File: src/common/srx_regs.vh
// register map, field positions, reset values and timing counts of the serial receive block
// assumes a 32-bit APB slave with byte addresses decoded on the low 8 address bits
`ifndef SRX_REGS_VH
`define SRX_REGS_VH

// register byte offsets
`define SRX_OFF_CTRL      8'h00
`define SRX_OFF_BAUD      8'h04
`define SRX_OFF_STAT      8'h08
`define SRX_OFF_RXBUF     8'h0c
`define SRX_OFF_PORT      8'h10

// control register fields
`define SRX_CTL_TX_ON     0
`define SRX_CTL_RX_ON     1
`define SRX_CTL_CLK_LO    2
`define SRX_CTL_CLK_HI    3
`define SRX_CTL_SYNC      4
`define SRX_CTL_W         5
`define SRX_CTL_RST       5'h00

// status register fields
`define SRX_ST_FULL       0
`define SRX_ST_OVR        1
`define SRX_ST_FRM        2

// general port register fields
`define SRX_PT_SCK_DATA   0
`define SRX_PT_SCK_DIR    1
`define SRX_PT_TXD_DATA   2
`define SRX_PT_TXD_DIR    3
`define SRX_PT_W          4
`define SRX_PT_RST        4'h0

// base clock divisor: one base tick every (value + 1) system clocks
`define SRX_BAUD_W        16
`define SRX_BAUD_RST      16'h0040

// base clock runs at 16 times the bit rate
`define SRX_PH_W          4
`define SRX_PH_SAMPLE     4'h7
`define SRX_PH_LAST       4'hf
`define SRX_PH_HALF       3'h7
`define SRX_LAST_BIT      3'h7
`define SRX_DATA_W        8

`endif

File: src/core/srx_serial_rx.v
// serial receive unit: apb registers, base clock, async and clocked receive,
// receive-full and overrun handling, serial clock and transmit pin switching
// assumes RXD and SCK_I come from pins outside the CLK domain
`include "srx_regs.vh"

module srx_serial_rx (
	input  wire        CLK,
	input  wire        RESETN,
	input  wire        PSEL,
	input  wire        PENABLE,
	input  wire        PWRITE,
	input  wire [7:0]  PADDR,
	input  wire [31:0] PWDATA,
	output reg         PREADY,
	output reg  [31:0] PRDATA,
	output reg         PSLVERR,
	input  wire        RXD,
	input  wire        SCK_I,
	output reg         SCK_O,
	output reg         SCK_OE,
	output reg         TXD_O,
	output reg         TXD_OE
);
	reg  [1:0]               rst_sync_q;
	wire                     rst_n;

	reg                      rxd_meta_q;
	reg                      rxd_q;
	reg                      sck_meta_q;
	reg                      sck_in_q;
	reg                      sck_in_prev_q;

	reg  [`SRX_CTL_W-1:0]    ctrl_q;
	reg  [`SRX_BAUD_W-1:0]   baud_div_q;
	reg  [`SRX_PT_W-1:0]     port_q;
	reg                      full_q;
	reg                      ovr_q;
	reg                      frm_q;
	reg  [`SRX_DATA_W-1:0]   rx_buffer_q;

	reg  [`SRX_BAUD_W-1:0]   baud_cnt_q;
	reg  [`SRX_PH_W-1:0]     sck_ph_q;
	reg                      sck_gen_q;
	reg  [`SRX_DATA_W-1:0]   sync_sh_q;
	reg  [2:0]               sync_cnt_q;
	reg                      sync_done_q;
	reg  [`SRX_DATA_W-1:0]   sync_data_q;
	reg                      was_clk_out_q;
	reg                      was_tx_sync_q;

	wire                     tx_on_bit;
	wire                     rx_on_bit;
	wire                     clk_src_lo;
	wire                     clk_src_hi;
	wire                     sync_mode;
	wire                     base_tick;
	wire                     async_done;
	wire [`SRX_DATA_W-1:0]   async_data;
	wire                     async_ferr;
	wire                     sck_rise_int;
	wire                     sck_rise_ext;
	wire                     sync_edge;
	wire                     frame_done;
	wire [`SRX_DATA_W-1:0]   frame_data;
	wire                     clk_out_role;
	wire                     sck_port_role;
	wire                     setup;
	wire                     access;
	wire                     wr;
	wire                     rd_buf;
	reg                      hit;
	reg  [31:0]              rdata;

	assign tx_on_bit  = ctrl_q[`SRX_CTL_TX_ON];
	assign rx_on_bit  = ctrl_q[`SRX_CTL_RX_ON];
	assign clk_src_lo = ctrl_q[`SRX_CTL_CLK_LO];
	assign clk_src_hi = ctrl_q[`SRX_CTL_CLK_HI];
	assign sync_mode  = ctrl_q[`SRX_CTL_SYNC];

	// reset released through two flops, asserted at once
	always @(posedge CLK or negedge RESETN) begin
		if (!RESETN)
			rst_sync_q <= 2'b00;
		else
			rst_sync_q <= {rst_sync_q[0], 1'b1};
	end
	assign rst_n = rst_sync_q[1];

	// pin synchronisers; the first flop is never looked at, the sck edge also uses a third
	always @(posedge CLK or negedge rst_n) begin
		if (!rst_n) begin
			rxd_meta_q    <= 1'b1;
			rxd_q         <= 1'b1;
			sck_meta_q    <= 1'b1;
			sck_in_q      <= 1'b1;
			sck_in_prev_q <= 1'b1;
		end else begin
			rxd_meta_q    <= RXD;
			rxd_q         <= rxd_meta_q;
			sck_meta_q    <= SCK_I;
			sck_in_q      <= sck_meta_q;
			sck_in_prev_q <= sck_in_q;
		end
	end

	// apb handshake: one wait-free access phase after each setup
	assign setup  = PSEL & ~PENABLE;
	assign access = PSEL & PENABLE & PREADY;
	assign wr     = access & PWRITE;
	assign rd_buf = access & ~PWRITE & (PADDR == `SRX_OFF_RXBUF);

	always @* begin
		hit   = 1'b1;
		rdata = 32'h0000_0000;
		case (PADDR)
		`SRX_OFF_CTRL:  rdata[`SRX_CTL_W-1:0]   = ctrl_q;
		`SRX_OFF_BAUD:  rdata[`SRX_BAUD_W-1:0]  = baud_div_q;
		`SRX_OFF_STAT: begin
			rdata[`SRX_ST_FULL] = full_q;
			rdata[`SRX_ST_OVR]  = ovr_q;
			rdata[`SRX_ST_FRM]  = frm_q;
		end
		`SRX_OFF_RXBUF: rdata[`SRX_DATA_W-1:0]  = rx_buffer_q;
		`SRX_OFF_PORT:  rdata[`SRX_PT_W-1:0]    = port_q;
		default:        hit = 1'b0;
		endcase
	end

	always @(posedge CLK or negedge rst_n) begin
		if (!rst_n) begin
			PREADY  <= 1'b0;
			PRDATA  <= 32'h0000_0000;
			PSLVERR <= 1'b0;
		end else begin
			PREADY  <= setup;
			PSLVERR <= setup & ~hit;
			// data latched in setup; a frame landing in that cycle is seen next read
			if (setup && !PWRITE)
				PRDATA <= rdata;
			else if (access)
				PRDATA <= 32'h0000_0000;
		end
	end

	// software registers
	always @(posedge CLK or negedge rst_n) begin
		if (!rst_n) begin
			ctrl_q     <= `SRX_CTL_RST;
			baud_div_q <= `SRX_BAUD_RST;
			port_q     <= `SRX_PT_RST;
		end else if (wr) begin
			// one write may change every control bit together
			if (PADDR == `SRX_OFF_CTRL)
				ctrl_q <= PWDATA[`SRX_CTL_W-1:0];
			if (PADDR == `SRX_OFF_BAUD)
				baud_div_q <= PWDATA[`SRX_BAUD_W-1:0];
			if (PADDR == `SRX_OFF_PORT)
				port_q <= PWDATA[`SRX_PT_W-1:0];
		end
	end

	// base clock at 16x bit rate from the divisor
	assign base_tick = (rx_on_bit | tx_on_bit) && (baud_cnt_q == baud_div_q);

	always @(posedge CLK or negedge rst_n) begin
		if (!rst_n)
			baud_cnt_q <= {`SRX_BAUD_W{1'b0}};
		else if (!(rx_on_bit | tx_on_bit) || base_tick)
			baud_cnt_q <= {`SRX_BAUD_W{1'b0}};
		else
			baud_cnt_q <= baud_cnt_q + 16'h0001;
	end

	srx_async_rx u_async (
		.clk         (CLK),
		.rst_n       (rst_n),
		.en          (rx_on_bit & ~sync_mode),
		.tick        (base_tick),
		.rxd         (rxd_q),
		.done_q      (async_done),
		.data_q      (async_data),
		.frame_err_q (async_ferr)
	);

	// internal serial clock: one bit per 16 base ticks, idles high
	assign clk_out_role = sync_mode & ~clk_src_hi;
	assign sck_rise_int = base_tick && !sck_gen_q && (sck_ph_q[2:0] == `SRX_PH_HALF);
	assign sck_rise_ext = sck_in_q & ~sck_in_prev_q;
	assign sync_edge    = sync_mode & rx_on_bit & (clk_src_hi ? sck_rise_ext : sck_rise_int);

	always @(posedge CLK or negedge rst_n) begin
		if (!rst_n) begin
			sck_ph_q  <= {`SRX_PH_W{1'b0}};
			sck_gen_q <= 1'b1;
		end else if (!clk_out_role || !(rx_on_bit | tx_on_bit)) begin
			// clock stops high when both directions are off
			sck_ph_q  <= {`SRX_PH_W{1'b0}};
			sck_gen_q <= 1'b1;
		end else if (base_tick) begin
			sck_ph_q <= sck_ph_q + 4'h1;
			if (sck_ph_q[2:0] == `SRX_PH_HALF)
				sck_gen_q <= ~sck_gen_q;
		end
	end

	// clocked receive: bits taken on rising serial clock, lsb first
	always @(posedge CLK or negedge rst_n) begin
		if (!rst_n) begin
			sync_sh_q   <= {`SRX_DATA_W{1'b0}};
			sync_cnt_q  <= 3'h0;
			sync_done_q <= 1'b0;
			sync_data_q <= {`SRX_DATA_W{1'b0}};
		end else begin
			sync_done_q <= 1'b0;
			if (!(sync_mode && rx_on_bit)) begin
				sync_cnt_q <= 3'h0;
			end else if (sync_edge) begin
				sync_sh_q  <= {rxd_q, sync_sh_q[`SRX_DATA_W-1:1]};
				sync_cnt_q <= sync_cnt_q + 3'h1;
				if (sync_cnt_q == `SRX_LAST_BIT) begin
					sync_done_q <= 1'b1;
					sync_data_q <= {rxd_q, sync_sh_q[`SRX_DATA_W-1:1]};
				end
			end
		end
	end

	assign frame_done = async_done | sync_done_q;
	assign frame_data = sync_done_q ? sync_data_q : async_data;

	// receive buffer and flags; a hardware set beats a clear in the same cycle
	always @(posedge CLK or negedge rst_n) begin
		if (!rst_n) begin
			full_q      <= 1'b0;
			ovr_q       <= 1'b0;
			frm_q       <= 1'b0;
			rx_buffer_q <= {`SRX_DATA_W{1'b0}};
		end else begin
			if (frame_done && full_q) begin
				// old data kept, new frame dropped
				ovr_q <= 1'b1;
			end else if (frame_done) begin
				rx_buffer_q <= frame_data;
				full_q      <= 1'b1;
				frm_q       <= async_done & async_ferr;
			end
			if (rd_buf && !(frame_done && !full_q))
				full_q <= 1'b0;
			if (wr && PADDR == `SRX_OFF_STAT) begin
				if (PWDATA[`SRX_ST_OVR] && !(frame_done && full_q))
					ovr_q <= 1'b0;
				if (PWDATA[`SRX_ST_FRM] && !(frame_done && !full_q))
					frm_q <= 1'b0;
			end
		end
	end

	// pin roles
	assign sck_port_role = ~sync_mode & ~clk_src_hi & ~clk_src_lo;

	always @(posedge CLK or negedge rst_n) begin
		if (!rst_n) begin
			was_clk_out_q <= 1'b0;
			was_tx_sync_q <= 1'b0;
			SCK_O         <= 1'b0;
			SCK_OE        <= 1'b0;
			TXD_O         <= 1'b0;
			TXD_OE        <= 1'b0;
		end else begin
			was_clk_out_q <= clk_out_role;
			was_tx_sync_q <= sync_mode & tx_on_bit;
			if (was_clk_out_q && sck_port_role) begin
				// one-cycle low as the clock output hands over to the port
				SCK_O  <= 1'b0;
				SCK_OE <= 1'b1;
			end else if (clk_out_role) begin
				SCK_O  <= sck_gen_q;
				SCK_OE <= 1'b1;
			end else if (sck_port_role) begin
				SCK_O  <= port_q[`SRX_PT_SCK_DATA];
				SCK_OE <= port_q[`SRX_PT_SCK_DIR];
			end else begin
				SCK_O  <= 1'b0;
				SCK_OE <= 1'b0;
			end
			if (was_tx_sync_q && !tx_on_bit) begin
				TXD_O  <= 1'b1;
				TXD_OE <= 1'b1;
			end else if (tx_on_bit) begin
				// no transmit path here; serial line held at mark
				TXD_O  <= 1'b1;
				TXD_OE <= 1'b1;
			end else begin
				TXD_O  <= port_q[`SRX_PT_TXD_DATA];
				TXD_OE <= port_q[`SRX_PT_TXD_DIR];
			end
		end
	end
endmodule // srx_serial_rx

File: src/core/srx_async_rx.v
// asynchronous frame receiver: start bit, 8 data bits lsb first, one stop bit
// assumes rxd is already synchronised and tick is a one-cycle base clock pulse
`include "srx_regs.vh"

module srx_async_rx (
	input  wire                   clk,
	input  wire                   rst_n,
	input  wire                   en,
	input  wire                   tick,
	input  wire                   rxd,
	output reg                    done_q,
	output reg  [`SRX_DATA_W-1:0] data_q,
	output reg                    frame_err_q
);
	localparam IDLE  = 2'b00;
	localparam START = 2'b01;
	localparam DATA  = 2'b10;
	localparam STOP  = 2'b11;

	reg [1:0]             state_q;
	reg [`SRX_PH_W-1:0]   ph_q;
	reg [2:0]             cnt_q;
	reg                   prev_q;

	always @(posedge clk or negedge rst_n) begin
		if (!rst_n) begin
			state_q     <= IDLE;
			ph_q        <= {`SRX_PH_W{1'b0}};
			cnt_q       <= 3'h0;
			prev_q      <= 1'b1;
			done_q      <= 1'b0;
			data_q      <= {`SRX_DATA_W{1'b0}};
			frame_err_q <= 1'b0;
		end else begin
			done_q <= 1'b0;
			if (!en) begin
				state_q <= IDLE;
				prev_q  <= 1'b1;
			end else if (tick) begin
				// line sampled only on the base clock
				prev_q <= rxd;
				ph_q   <= ph_q + 4'h1;
				case (state_q)
				IDLE: begin
					if (prev_q && !rxd) begin
						ph_q    <= {`SRX_PH_W{1'b0}};
						state_q <= START;
					end
				end
				START: begin
					// a low that is gone by mid-bit was noise
					if (ph_q == `SRX_PH_SAMPLE && rxd)
						state_q <= IDLE;
					else if (ph_q == `SRX_PH_LAST) begin
						state_q <= DATA;
						cnt_q   <= 3'h0;
					end
				end
				DATA: begin
					if (ph_q == `SRX_PH_SAMPLE)
						data_q <= {rxd, data_q[`SRX_DATA_W-1:1]};
					if (ph_q == `SRX_PH_LAST) begin
						if (cnt_q == `SRX_LAST_BIT)
							state_q <= STOP;
						else
							cnt_q <= cnt_q + 3'h1;
					end
				end
				STOP: begin
					if (ph_q == `SRX_PH_SAMPLE) begin
						done_q      <= 1'b1;
						frame_err_q <= ~rxd;
						state_q     <= IDLE;
					end
				end
				default: state_q <= IDLE;
				endcase
			end
		end
	end
endmodule // srx_async_rx

File: config.mk
export PLATFORM = sky130hd
export DESIGN_NAME = srx_serial_rx
export DESIGN_NICKNAME = d
export VERILOG_FILES = /design/src/core/srx_serial_rx.v /design/src/core/srx_async_rx.v
export VERILOG_INCLUDE_DIRS = /design/src /design/src/common
export SDC_FILE = /design/constraint.sdc
export NUM_CORES = 1
export LEC_CHECK = 0
export BUFFER_PORTS_ARGS = -buffer_cell sky130_fd_sc_hd__buf_2
export CORE_AREA = 8 8 109 111
export DETAILED_ROUTE_END_ITERATION = 8
export DIE_AREA = 0 0 117 119
export GPL_TIMING_DRIVEN = 0
export PLACE_DENSITY_LB_ADDON = 0.3
export RECOVER_POWER = 50
export SLEW_MARGIN = 20
export SYNTH_ARGS = -nofsm -noshare
export SYNTH_HDL_FRONTEND = slang
export SYNTH_SLANG_ARGS = --single-unit
File: constraint.sdc
create_clock -name CLK -period 10.3 [get_ports CLK]
set_input_delay 1.03 -clock CLK [delete_from_list [all_inputs] [get_ports CLK]]
set_output_delay 1.03 -clock CLK [all_outputs]
set_load 0.01 [all_outputs]
==> reports/qor.yml <==
die:
  initial_core_util_pct: 60.86
  die_height_um: 119
  io_pins: 85
  floorplan.die.width_um: 117
  core_area_um2: 10090
  rows: 37
  floorplan.die_area_um2: 13920
run_status:
  violations: "capacitance limit, slew limit"
  run_status: "complete, but fails checks"
critical_path:
  cp_data_required_time_ns: 10.44
  critical_path.n_buffers_inverters: 2
  cp_slowest_stage_delay_ns: 2.15
  critical_path.reg2reg.startpoint: "rst_sync_q[1]$_DFF_PN0_"
  path_depth: 2
  worstSetupPathType: "register to async pin"
  critPathLaunchType: "register"
  crit_slowest_cell: "clkbuf_1"
  worstPathMaxFanout: 58
  worstPathArrival_ns: 5.42
  critPathLaunch: "rst_sync_q[1]$_DFF_PN0_"
  worstReg2RegEnd: "u_async.state_q[0]$_DFFE_PN0P_"
  crit_path_frequent_cell: "clkbuf_1"
  critPathCapture: "u_async.state_q[0]$_DFFE_PN0P_"
  r2r.worst_path.cells: 2
  worstPathCellList: "clkbuf_1 -> clkbuf_1"
  end_kind: "async pin"
  r2r_slack_ns: 5.02
  critical-path-top-delay-family: "buffers and inverters"
final_layout:
  antenna_cells: 0
  layout_overhead_on_the_synthesized_area_pct: 17.80
  drive_gt1_share_pct: 24.18
  fin_nets: 717
  utilization_pct: 71.70
power:
  total_power_mw: 1.152
  leak_pwr_nw: 3.532
  cell_area_power_density_nw_per_um2: 159.2
  vdd_drop_max_v: 0.0001198
clock_network:
  cts_resized: 0
  cts_num_sinks: 126
  cts.root.buffer_cell: "clkbuf_8"
  worst_skew_pair.late_latency_ns: 0.52
  cts_post_setup_buffers_inserted: 0
  cts_hold_buf: 0
  number_of_cts_inserted_buffers: 17
  worst_setup_hold_path_clk_slew_ns: 0.06
  tritoncts_clock_tree: "done"
  htreeDepth: 4
  cts_buffer_depth: 2
route:
  via_count: 4739
  drt_drc_violations_left: 0
  wl_per_cell_um: 18.17
  post_drt_via_cell_ratio: 5.880
  ant_nets: 0
  drt_pre_antenna_iters: 5
  initialDrtViolationCount: 348
  finalWirelength_um: 14640
sta:
  timing.final.max_slew_violations: 106
  max_clock_freq_mhz: 189.4
  skew_ns: 0.004133
  timing_worst_slew_pin_value_ns: 2.941
  slew-limit-headroom_pct: -96.09
  postLayoutSetupSlackWorst_ns: 5.020
  grt_setup_unrepaired: "no"
  min_period_over_period_pct: 51.26
  finalCriticalPeriod_ns: 5.280
  hold_viol: 0
  totalNegativeSetupSlack_ns: 0
  timing.final.setup_violations: 0
  timing.hold.ws_ns: 0.2785
flow_run:
  drv_cap: 2
placement:
  dp_hpwl_um: 10230
  gp_routability_congestion: 0.8425
  place_ws_ns: 7.209
  total_of_buffers_placed_on_input_and_output_ports: 51
global_routing:
  grt_first_pass_wirelength_um: 23960
  global_route.peak_usage_layer: "met2"
  grt_pass1_vias: 4855
  grtUsageMet1_pct: 26.99
  grt-ovfl-total: 0
  use_met2_pct: 35.68
  met3_usage_pct: 4.548
  grt_antenna_before_repair: 0
  grt_util_all_layers_pct: 21.93
  largest_net_degree_at_the_start_of_global_routing: 59
synth:
  synth_top_area_cell: "dfrtp_1"
  post_synth.cell_area_avg_um2: 10.78
  synth_cells: 570
  ranking_of_synthesized_cells_by_area: "dfrtp_1, mux2_2, dfstp_2"
  synth.ff_latch_count: 126
  synth_edf_count: 0
  ys_dominant_reg_cell: "dfrtp_1"
  synth_cell_type_count: 54
  synth_sequential_area_ratio_pct: 51.50
  post_synth_instance_area_um2: 6142
  synth_async_sr_flop_share_pct: 100.0
  yosys_warnings: 0
  synth.top_cell.area_share_pct: 48.07
min_path:
  min_path_type: "input pin to async pin"
[power by group]
part	total [mW]	leakage, nW	switching [mW]	internal [mW]
Combinational	0.0443	1.54	0.0297	0.0146
Sequential	0.502	1.71	0.00328	0.499
Clock	0.605	0.286	0.224	0.382
[layer usage]
metal	up-vias	wire [um]
li1	2175	-
met1	2346	6001
met2	187	7269
met3	31	1045
met4	0	328
met5	-	0
[flip-flops by register name (all words and copies together) (netlist names), 2 cells and up]
register	flops
port_q	4
ctrl_q	5
rst_sync_q	2
baud_cnt_q	16
sync_cnt_q	3
baud_div_q	16
u_async.state_q	2
u_async.data_q	8
u_async.cnt_q	3
u_async.ph_q	4
rx_buffer_q	8
sync_data_q	8
sync_sh_q	7
PRDATA	16
sck_ph_q	3
[worst min path at each step]
stage	endpoint	slack (ns)	cells after the start	startpoint
4_1_cts	sync_cnt_q[0]$_DFFE_PN0P_	0.24	0	rst_sync_q[1]$_DFF_PN0_
2_1_floorplan	rst_sync_q[1]$_DFF_PN0_	0.33	0	rst_sync_q[0]$_DFF_PN0_
3_3_place_gp	rst_sync_q[1]$_DFF_PN0_	0.34	0	rst_sync_q[0]$_DFF_PN0_
6_report	rst_sync_q[1]$_DFF_PN0_	0.28	1	RESETN
3_5_place_dp	sck_ph_q[0]$_DFFE_PN0P_	0.23	0	rst_sync_q[1]$_DFF_PN0_
5_1_grt	rst_sync_q[0]$_DFF_PN0_	0.27	1	RESETN
[cells in the mapped netlist, drive strengths merged, types with 10 or more instances]
cell type and instances:
buf 25, xor2 21, inv 10, mux2i 19
nor2 48, xnor2 10, o21ai 33, mux2 34
clkbuf 21, nand2 53, ha 13, dfrtp 118
a21oi 14, nand3 18
[cells by family after synthesis]
logic type / after synthesis / share of synthesized area, %
AO/OA/AOI/OAI: 109 / 12.41
XOR/XNOR: 31 / 4.420
buffers and inverters: 56 / 4.685
multiplexers: 53 / 9.330
other: 2 / 0.1223
flip-flops: 126 / 51.50
AND/OR/NAND/NOR: 180 / 14.89
adder cells (fa/ha/maj): 13 / 2.648
[cells in the final DEF (no fill, tap or decap), drive strengths merged, types with 3 or more instances in the layout]
| cell type | count |
|---|---|
| nor2b | 6 |
| and3 | 7 |
| nor3 | 6 |
| nand4 | 6 |
| or4 | 4 |
| o311ai | 9 |
| clkinvlp | 4 |
| clkbuf | 44 |
| bufinv | 3 |
| a2bb2oi | 5 |
| inv | 10 |
| nor2 | 48 |
| dfrtp | 118 |
| a22o | 9 |
| ha | 13 |
| nand3b | 3 |
| dfstp | 8 |
| and4 | 3 |
| o31ai | 7 |
| a31o | 8 |
| conb | 17 |
| or3 | 3 |
| mux2i | 19 |
| xor2 | 21 |
| clkinv | 6 |
| and2 | 6 |
| nor4 | 6 |
| nand3 | 18 |
| mux2 | 34 |
| a21oi | 14 |
| xnor2 | 10 |
| o21ai | 33 |
| a31oi | 9 |
| o211a | 8 |
| nand2b | 6 |
| buf | 74 |
| nand2 | 53 |
[layout make-up]
type / instances / area (um^2)
fill: 728 / 2856
buffer: 46 / 250.2
clock inverter: 13 / 165.2
timing repair buffer: 53 / 260.3
tap: 136 / 170.2
clock buffer: 19 / 441.7
sequential: 126 / 3163
multi-input combinational: 403 / 2748
inverter: 10 / 37.54
[through the flow]
step	area [um^2]	instances
6_report	7236	806
5_1_grt	7236	806
4_1_cts	7282	806
3_5_place_dp	6675	774
3_3_place_gp	6624	772
2_1_floorplan	6198	585
Note: power is estimated with default switching activity, not from simulation.
